--- src/inc/lock_status_pkg.sv ---
// Constants, register map and field layout of the lock status and misc control block.
// Assumes a configuration port that delivers decoded register reads and writes.

package lock_status_pkg;

  localparam int ADDR_W = 13;

  localparam logic [12:0] STATUS_PIN2_CONFIG_OFFSET     = 13'h16e;
  localparam logic [12:0] PLL_POWER_DOWN_CTRL_OFFSET    = 13'h173;
  localparam logic [12:0] REF_DIVIDER_RESET_CTRL_OFFSET = 13'h177;
  localparam logic [12:0] LOCK_LOST_CLEAR_CTRL_OFFSET   = 13'h182;
  localparam logic [12:0] LOCK_READBACK_OFFSET          = 13'h183;

  localparam int SRC_SEL_LSB       = 3;
  localparam int SRC_SEL_MSB       = 7;
  localparam int DRIVE_LSB         = 0;
  localparam int DRIVE_MSB         = 2;
  localparam int PRESCALER_PD_BIT  = 6;
  localparam int LOOP_PD_BIT       = 5;
  localparam int FEEDBACK_PD_BIT   = 4;
  localparam int REF_RST_BIT       = 5;
  localparam int CLR_FIRST_BIT     = 1;
  localparam int CLR_SECOND_BIT    = 0;
  localparam int RB_FIRST_LOST_BIT = 3;
  localparam int RB_FIRST_LOCK_BIT = 2;
  localparam int RB_SECOND_LOST_BIT = 1;
  localparam int RB_SECOND_LOCK_BIT = 0;

  localparam logic [4:0] SRC_SEL_RST = 5'h00;
  localparam logic [2:0] DRIVE_RST   = 3'h6;
  localparam logic       PD_RST      = 1'b1;
  localparam logic       REF_RST_RST = 1'b0;
  localparam logic       CLR_RST     = 1'b0;

  localparam logic [4:0] SEL_SECOND_LOCK  = 5'h02;
  localparam logic [4:0] SEL_BOTH_LOCK    = 5'h03;
  localparam logic [4:0] SEL_SECOND_REF_2 = 5'h11;
  localparam logic [4:0] SEL_SECOND_REF_4 = 5'h12;
  localparam logic [4:0] SEL_LAST         = 5'h12;

  localparam logic [2:0] DRIVE_PUSH_PULL  = 3'h3;
  localparam logic [2:0] DRIVE_INVERTED   = 3'h4;
  localparam logic [2:0] DRIVE_OPEN_DRAIN = 3'h6;

  // Number of asynchronous misc status inputs, besides the two lock detects, that feed the source multiplexer.
  localparam int MISC_W = 14;

  function automatic logic selects_second_lock(input logic [4:0] sel);
    selects_second_lock = (sel == SEL_SECOND_LOCK) || (sel == SEL_BOTH_LOCK);
  endfunction

endpackage

--- src/design/lock_lost_flag.sv ---
// One sticky lock-lost flag with its lock detect synchroniser.
// Assumes the lock detect arrives asynchronously and the clear comes from a register.
`timescale 1ns/1ps
`default_nettype none

module lock_lost_flag (
  input  wire logic clk,
  input  wire logic rst_n,
  input  wire logic ce,
  input  wire logic lock_detect_raw,
  input  wire logic clear,
  output logic      lost_flag,
  output logic      lock_level
);

  typedef struct packed {
    logic [2:0] sync;
    logic       level;
    logic       flag;
  } flag_state_type;

  flag_state_type st_q;
  flag_state_type st_d;
  logic           fall;

  ////////////////////////////////////////////////////////////////////////////////

  // The first stage feeds only the second; the level moves once stages two and three agree.
  always_comb
  begin
    st_d      = st_q;
    st_d.sync = {st_q.sync[1:0], lock_detect_raw};
    fall      = st_q.level && !st_q.sync[1] && !st_q.sync[2];
    if (st_q.sync[1] == st_q.sync[2])
    begin
      st_d.level = st_q.sync[2];
    end
    // The held clear wins over a falling edge in the same cycle.
    if (clear)
    begin
      st_d.flag = 1'b0;
    end
    else if (fall)
    begin
      st_d.flag = 1'b1;
    end
  end

  always_ff @(posedge clk)
  begin
    if (!rst_n)
    begin
      st_q <= '0;
    end
    else if (ce)
    begin
      st_q <= st_d;
    end
  end

  assign lost_flag  = st_q.flag;
  assign lock_level = st_q.level;
endmodule // lock_lost_flag

`default_nettype wire

--- src/design/lock_status_misc_control.sv ---
// Status pin multiplexer, power-down controls and lock-lost flags of the clock conditioner.
// Assumes decoded register accesses from the configuration port and asynchronous status inputs.
`timescale 1ns/1ps
`default_nettype none

module lock_status_misc_control (
  input  wire logic        clk,
  input  wire logic        rst_n,
  input  wire logic        ce,
  input  wire logic        reg_wr,
  input  wire logic        reg_rd,
  input  wire logic [12:0] reg_addr,
  input  wire logic [7:0]  reg_wdata,
  output logic [7:0]       reg_rdata,
  output logic             reg_rvalid,
  input  wire logic [4:0]  first_status_source_select,
  input  wire logic        second_lock_detect_force_on,
  input  wire logic        first_digital_lock_detect,
  input  wire logic        second_digital_lock_detect,
  input  wire logic        holdover_status,
  input  wire logic        dac_locked,
  input  wire logic        serial_readback,
  input  wire logic        dac_rail,
  input  wire logic        dac_low,
  input  wire logic        dac_high,
  input  wire logic [7:0]  divider_test,
  output logic             second_status_pin_o,
  output logic             second_status_pin_oe,
  output logic             second_loop_prescaler_powerdown,
  output logic             second_loop_powerdown,
  output logic             feedback_input_powerdown,
  output logic             first_loop_ref_divider_reset,
  output logic             second_lock_detect_run
);

  typedef struct packed {
    logic [4:0]                        src_sel;
    logic [2:0]                        drive;
    logic                              pre_pd;
    logic                              loop_pd;
    logic                              fb_pd;
    logic                              ref_rst;
    logic                              clr_first;
    logic                              clr_second;
    logic [lock_status_pkg::MISC_W-1:0] s1;
    logic [lock_status_pkg::MISC_W-1:0] s2;
    logic [lock_status_pkg::MISC_W-1:0] s3;
    logic [lock_status_pkg::MISC_W-1:0] filt;
    logic                              run;
    logic                              pin_o;
    logic                              pin_oe;
    logic [7:0]                        rdata;
    logic                              rvalid;
  } state_type;

  state_type  st_q;
  state_type  st_d;
  logic [1:0] lost_flag;
  logic [1:0] lock_level;
  logic [1:0] lock_raw;
  logic [1:0] clear_ctrl;
  logic [lock_status_pkg::MISC_W-1:0] misc_raw;
  logic [18:0] source;
  logic        level;
  logic        wr_cfg;
  logic        wr_pd;
  logic        wr_rst;
  logic        wr_clr;

  ////////////////////////////////////////////////////////////////////////////////

  assign lock_raw   = {second_digital_lock_detect, first_digital_lock_detect};
  assign clear_ctrl = {st_q.clr_second, st_q.clr_first};
  assign misc_raw   = {divider_test, dac_high, dac_low, dac_rail, serial_readback, dac_locked,
                       holdover_status};

  genvar gi;
  generate
    for (gi = 0; gi < 2; gi++)
    begin : g_flag
      lock_lost_flag u_flag (
        .clk             (clk),
        .rst_n           (rst_n),
        .ce              (ce),
        .lock_detect_raw (lock_raw[gi]),
        .clear           (clear_ctrl[gi]),
        .lost_flag       (lost_flag[gi]),
        .lock_level      (lock_level[gi])
      );
    end
  endgenerate

  ////////////////////////////////////////////////////////////////////////////////

  assign wr_cfg = reg_wr && (reg_addr == lock_status_pkg::STATUS_PIN2_CONFIG_OFFSET);
  assign wr_pd  = reg_wr && (reg_addr == lock_status_pkg::PLL_POWER_DOWN_CTRL_OFFSET);
  assign wr_rst = reg_wr && (reg_addr == lock_status_pkg::REF_DIVIDER_RESET_CTRL_OFFSET);
  assign wr_clr = reg_wr && (reg_addr == lock_status_pkg::LOCK_LOST_CLEAR_CTRL_OFFSET);

  // Index of each source equals its select code; codes 0 and 6 drive low.
  assign source = {st_q.filt[13:6], st_q.filt[5:3], st_q.filt[2], 1'b0, st_q.filt[1],
                   st_q.filt[0], lock_level[0] & lock_level[1], lock_level[1], lock_level[0],
                   1'b0};

  always_comb
  begin
    st_d = st_q;
    // Misc inputs: three stages, and a change counts once stages two and three agree.
    st_d.s1   = misc_raw;
    st_d.s2   = st_q.s1;
    st_d.s3   = st_q.s2;
    st_d.filt = ((st_q.s2 ~^ st_q.s3) & st_q.s3) | ((st_q.s2 ^ st_q.s3) & st_q.filt);
    if (wr_cfg)
    begin
      st_d.src_sel = reg_wdata[lock_status_pkg::SRC_SEL_MSB:lock_status_pkg::SRC_SEL_LSB];
      st_d.drive   = reg_wdata[lock_status_pkg::DRIVE_MSB:lock_status_pkg::DRIVE_LSB];
    end
    if (wr_pd)
    begin
      st_d.pre_pd  = reg_wdata[lock_status_pkg::PRESCALER_PD_BIT];
      st_d.loop_pd = reg_wdata[lock_status_pkg::LOOP_PD_BIT];
      st_d.fb_pd   = reg_wdata[lock_status_pkg::FEEDBACK_PD_BIT];
    end
    if (wr_rst)
    begin
      st_d.ref_rst = reg_wdata[lock_status_pkg::REF_RST_BIT];
    end
    if (wr_clr)
    begin
      st_d.clr_first  = reg_wdata[lock_status_pkg::CLR_FIRST_BIT];
      st_d.clr_second = reg_wdata[lock_status_pkg::CLR_SECOND_BIT];
    end
    // The second detector runs when forced on or when either pin shows its lock.
    st_d.run = second_lock_detect_force_on
               || lock_status_pkg::selects_second_lock(st_q.src_sel)
               || lock_status_pkg::selects_second_lock(first_status_source_select);
    // Divider test codes 17 and 18 share logic with the first pin's lock choices.
    if (st_q.src_sel > lock_status_pkg::SEL_LAST)
    begin
      level = 1'b0;
    end
    else if (((st_q.src_sel == lock_status_pkg::SEL_SECOND_REF_2)
              || (st_q.src_sel == lock_status_pkg::SEL_SECOND_REF_4))
             && lock_status_pkg::selects_second_lock(first_status_source_select))
    begin
      level = 1'b0;
    end
    else
    begin
      level = source[st_q.src_sel];
    end
    // Reserved drive codes leave the pin undriven.
    unique case (st_q.drive)
      lock_status_pkg::DRIVE_PUSH_PULL:
      begin
        st_d.pin_o  = level;
        st_d.pin_oe = 1'b1;
      end
      lock_status_pkg::DRIVE_INVERTED:
      begin
        st_d.pin_o  = !level;
        st_d.pin_oe = 1'b1;
      end
      lock_status_pkg::DRIVE_OPEN_DRAIN:
      begin
        st_d.pin_o  = 1'b0;
        st_d.pin_oe = !level;
      end
      default:
      begin
        st_d.pin_o  = 1'b0;
        st_d.pin_oe = 1'b0;
      end
    endcase
    st_d.rvalid = reg_rd;
    if (reg_rd)
    begin
      unique case (reg_addr)
        lock_status_pkg::STATUS_PIN2_CONFIG_OFFSET:
          st_d.rdata = {st_q.src_sel, st_q.drive};
        lock_status_pkg::PLL_POWER_DOWN_CTRL_OFFSET:
          st_d.rdata = {1'b0, st_q.pre_pd, st_q.loop_pd, st_q.fb_pd, 4'h0};
        lock_status_pkg::REF_DIVIDER_RESET_CTRL_OFFSET:
          st_d.rdata = {2'h0, st_q.ref_rst, 5'h00};
        lock_status_pkg::LOCK_LOST_CLEAR_CTRL_OFFSET:
          st_d.rdata = {6'h00, st_q.clr_first, st_q.clr_second};
        // A stopped second detector reads as unlocked rather than stale.
        lock_status_pkg::LOCK_READBACK_OFFSET:
          st_d.rdata = {4'h0, lost_flag[0], lock_level[0], lost_flag[1],
                        lock_level[1] & st_q.run};
        default:
          st_d.rdata = 8'h00;
      endcase
    end
  end

  always_ff @(posedge clk)
  begin
    if (!rst_n)
    begin
      st_q            <= '0;
      st_q.src_sel    <= lock_status_pkg::SRC_SEL_RST;
      st_q.drive      <= lock_status_pkg::DRIVE_RST;
      st_q.pre_pd     <= lock_status_pkg::PD_RST;
      st_q.loop_pd    <= lock_status_pkg::PD_RST;
      st_q.fb_pd      <= lock_status_pkg::PD_RST;
      st_q.ref_rst    <= lock_status_pkg::REF_RST_RST;
      st_q.clr_first  <= lock_status_pkg::CLR_RST;
      st_q.clr_second <= lock_status_pkg::CLR_RST;
    end
    else if (ce)
    begin
      st_q <= st_d;
    end
  end

  assign reg_rdata                       = st_q.rdata;
  assign reg_rvalid                      = st_q.rvalid;
  assign second_status_pin_o             = st_q.pin_o;
  assign second_status_pin_oe            = st_q.pin_oe;
  assign second_loop_prescaler_powerdown = st_q.pre_pd;
  assign second_loop_powerdown           = st_q.loop_pd;
  assign feedback_input_powerdown        = st_q.fb_pd;
  assign first_loop_ref_divider_reset    = st_q.ref_rst;
  assign second_lock_detect_run          = st_q.run;
endmodule // lock_status_misc_control

`default_nettype wire

--- config.mk ---
export PLATFORM = sky130hd
export DESIGN_NAME = lock_status_misc_control
export DESIGN_NICKNAME = d
export VERILOG_FILES = /design/src/inc/lock_status_pkg.sv /design/src/design/lock_lost_flag.sv /design/src/design/lock_status_misc_control.sv
export SDC_FILE = /design/constraint.sdc
export NUM_CORES = 1
export LEC_CHECK = 0
export ABC_AREA = 1
export BUFFER_PORTS_ARGS = -buffer_cell sky130_fd_sc_hd__buf_2
export CAP_MARGIN = 25
export CORE_MARGIN = 2
export CORE_UTILIZATION = 45
export DETAILED_ROUTE_END_ITERATION = 10
export PLACE_DENSITY = 0.66
export SYNTH_ARGS = -nofsm -noshare
export SYNTH_HDL_FRONTEND = slang
export SYNTH_SLANG_ARGS = --single-unit
--- constraint.sdc ---
create_clock -name clk -period 1.45 [get_ports clk]
set_clock_uncertainty 0.05 [all_clocks]
set_input_delay 0.29 -clock clk [delete_from_list [all_inputs] [get_ports clk]]
set_output_delay 0.29 -clock clk [all_outputs]
set_load 0.05 [all_outputs]
==> results_dict.tcl <==
set metrics [dict create \
    stdcell_area_sq_mm 0.004808 \
    max_freq_ghz 0.7203 \
    total_power_mw 5.046 \
    hold_path_class "in2reg" \
    reg2reg_from "st_q[77]" \
    post_cts_buffers 0 \
    power.share.clock_pct 38.0 \
    grt_max_degree 35 \
    place_area_sq_mm 0.004581 \
    clock_path_buffers 2 \
    crit_chain "inv_4 > nand2_1 > nand3_1 > nand2_1 > nand2_1 > nand2_1 > nand2_1 > nand3_2 > nand3_1 > nand3_2 > a21oi_2" \
    reg2reg_slack_ps 60 \
    rows 35 \
    synthTopCellsByArea "dfxtp_1 (44%), nor2_1 (9.9%), o21ai_0 (7.8%)" \
    final_cells 709 \
    timing.final.crit_share_pct 95.74 \
    placedCellCount 693 \
    ios 64 \
    rr_worst_depth 11 \
    period_needed_ps 1388 \
    ir_drop_v 0.0005684 \
    drt-total-wl_um 8959 \
    dr.pass1.iters 4 \
    dp_hpwl_um 6358 \
    syn_nets 593 \
    startpoint_type "flop" \
    cts.clk_slew.worst_paths_ps 90 \
    cell_internal_pwr_mw 3.823 \
    vias 3581 \
    yosysWarnings 0 \
    cpLargestDelayFamily "simple AND/OR/NAND/NOR gates" \
    p_seq_share_pct 53.2 \
    drtIter0Drc 153 \
    io_buffers 62 \
    power.leakage_nw 2.083 \
    yosysSeqAreaShare_pct 44.40 \
    numCtsBuffers 9 \
    cts_tree "yes" \
    clk_latency_ps 360 \
    fill_cells 883 \
    viasPerCell 5.051 \
    cts_num_sinks 92 \
    powerDensity_mw_per_mm2 1049 \
    max_stage_delay_ps 360 \
    gp_congestion 0.8538 \
    dieArea_sq_mm 0.01000 \
    slew_viol_final 0 \
    hp-start "holdover_status" \
    syn_area_sq_mm 0.004148 \
    p_sw_share_pct 24.24 \
    antenna_found_initial 0 \
    finalSetupViolCount 0 \
    outcome "finished clean" \
    grt_use_total_pct 19.07 \
    yosysTopAreaCellShare_pct 44.40 \
    yosys.area.top_type "dfxtp_1" \
    p_comb_share_pct 8.9 \
    syn_inst 531 \
    cp_data_required_time_ps 1700 \
    synth.avg_cell_area_sq_um 7.811 \
    core_sq_mm 0.009109 \
    relSlewSlack_pct 77.23 \
    start_util_pct 45.54 \
    grt_pass1_wl_um 15550 \
    rsz0062_at_grt "yes" \
    drv_cap 0 \
    worstHoldPathCells 3 \
    area_growth_pct 15.93 \
    die_h_um 100.0 \
    slowest_stage "dfxtp_2" \
    first_global_vias 3451 \
    worst_r2r_endpoint "second_status_pin_o" \
    wl_per_cell_um 12.64 \
    postRouteAntennaNets 0 \
    nets 655 \
    cts_max_level 3 \
    drc 0 \
    switchingPower_mw 1.223 \
    critical_path_class "reg2reg" \
    worst-path-max-fanout 11 \
    grt-ovfl-total 0 \
    die_x_um 100.0 \
    cts_root_buf "clkbuf_8" \
    antenna_cells 0 \
    cp_data_arrival_time_ps 1640 \
    tns_ps 0 \
    ys_ff_latch 92 \
    min_to "st_d[40]" \
    crit_buf_inv 1 \
    worstSetupEndpointType "flop" \
    drive_gt1_share_pct 24.08 \
    cpMostUsedCell "nand2_1" \
    worstMarginPinSlew_ps 341.6 \
    synth.lib_cells_used.distinct 39 \
    final-hold-violation-count 0 \
]
cells by family (layout without fill, tap and decap cells):
family,count (synthesis),in the layout,synth area share [%]
flip-flops,92,92,44.40
adder cells (fa/ha/maj),14,14,4.223
buffers and inverters,72,139,8.627
AND/OR/NAND/NOR,226,226,25.58
AO/OA/AOI/OAI,127,127,17.16
cell usage after synthesis (all sizes together):
master  number
a221oi       3
a211oi       4
a31oi        1
o21ai       76
a21oi       34
nor4         1
o22ai        2
clkbuf      14
o21a         1
dfxtp       92
nor3         6
clkinv       2
buf         21
nand4        5
nor2       111
ha          14
inv         35
nand2       73
nand3       30
o211ai       6
final cells by class:
type / count / area [sq um] / area share (%)
multi-input combinational: 367 / 1948 / 40.52
timing repair buffer: 86 / 503.0 / 10.46
tap: 111 / 138.9 / 2.888
clock inverter: 5 / 83.83 / 1.743
sequential: 92 / 1844 / 38.36
inverter: 37 / 148.9 / 3.097
clock buffer: 11 / 141.4 / 2.940
power by group through the flow:
stage / logic [mW] / registers, mW / clock network [mW]
after global placement: 0.435 / 2.74 / 0
final: 0.447 / 2.68 / 1.92
after detailed placement: 0.445 / 2.74 / 0
after CTS: 0.452 / 2.68 / 1.97
after floorplan: 0.264 / 2.74 / 0
after global routing: 0.515 / 2.70 / 2.09
per-stage QoR:
stage | utilization (%) | setup slack, ps | hold slack, ps
global route | 52.79 | -37.56 | 89.92
finish | 52.79 | 61.74 | 98.81
detailed placement | 50.29 | -96.14 | 402.6
global placement | 50.29 | -101.6 | 399.9
CTS | 52.79 | 42.45 | 79.56
floorplan | - | 161.2 | 370.4
what timing repair did:
item | CTS | global route
setup endpoints to repair | 1 | 1
gates cloned | 0 | 0
gates resized for setup | 2 | 0
hold buffers | 0 | 0
pin swaps | 0 | 0
registers in the layout, indices dropped and copies added (netlist names), 2 cells and up:
| register | count |
|---|---|
| reg_rdata | 8 |
| st_q | 22 |
| g_flag.u_flag.st_q | 2 |
| source | 14 |
| st_d | 28 |
| clear_ctrl | 2 |
| g_flag.u_flag.lost_flag | 2 |
| g_flag.u_flag.lock_level | 2 |
| g_flag.u_flag.st_d | 4 |
placed cells by master (no fill, tap or decap), drive strengths merged, types with 11 or more instances in the layout:
| master | synthesis | layout |
|---|---|---|
| nor2 | 111 | 111 |
| dfxtp | 92 | 92 |
| ha | 14 | 14 |
| nand3 | 30 | 30 |
| o21ai | 76 | 76 |
| a21oi | 34 | 34 |
| clkbuf | 14 | 11 |
| inv | 35 | 36 |
| buf | 21 | 86 |
| nand2 | 73 | 73 |
how the worst max path moves through the flow:
| stage | startpoint | end | slack (ps) | cells past startpoint |
|---|---|---|---|---|
| after floorplan | st_q[77] | second_status_pin_o | 160 | 13 |
| after global placement | reg_addr[4] | clear_ctrl[1] | -100 | 7 |
| after detailed placement | reg_addr[4] | clear_ctrl[1] | -100 | 7 |
| after CTS | st_q[77] | second_status_pin_o | 40 | 11 |
| after global routing | st_q[77] | second_status_pin_o | -40 | 12 |
| final | st_q[77] | second_status_pin_o | 60 | 11 |
worst reg2reg max path: stages, from the launching register on:
cell and delay (ps):
dfxtp_2 360, inv_4 160, nand2_1 70, nand3_1 70, nand2_1 60, nand2_1 60, nand2_1 60, nand2_1 70
nand3_2 80, nand3_1 100, nand3_2 90, a21oi_2 120
layer usage:
metal  wire length, um  global-route usage, %  vias to the layer above  part of all wire [%]
li1                  -                      -                     1879                     -
met1              4487                  25.08                     1618                    50
met2              4009                  31.60                       76                    45
met3               391                  4.318                        8                   4.4
met4                71                  5.374                        0                  0.79
met5                 0                      0                        -                     0
(Power assumes the default switching activity.)
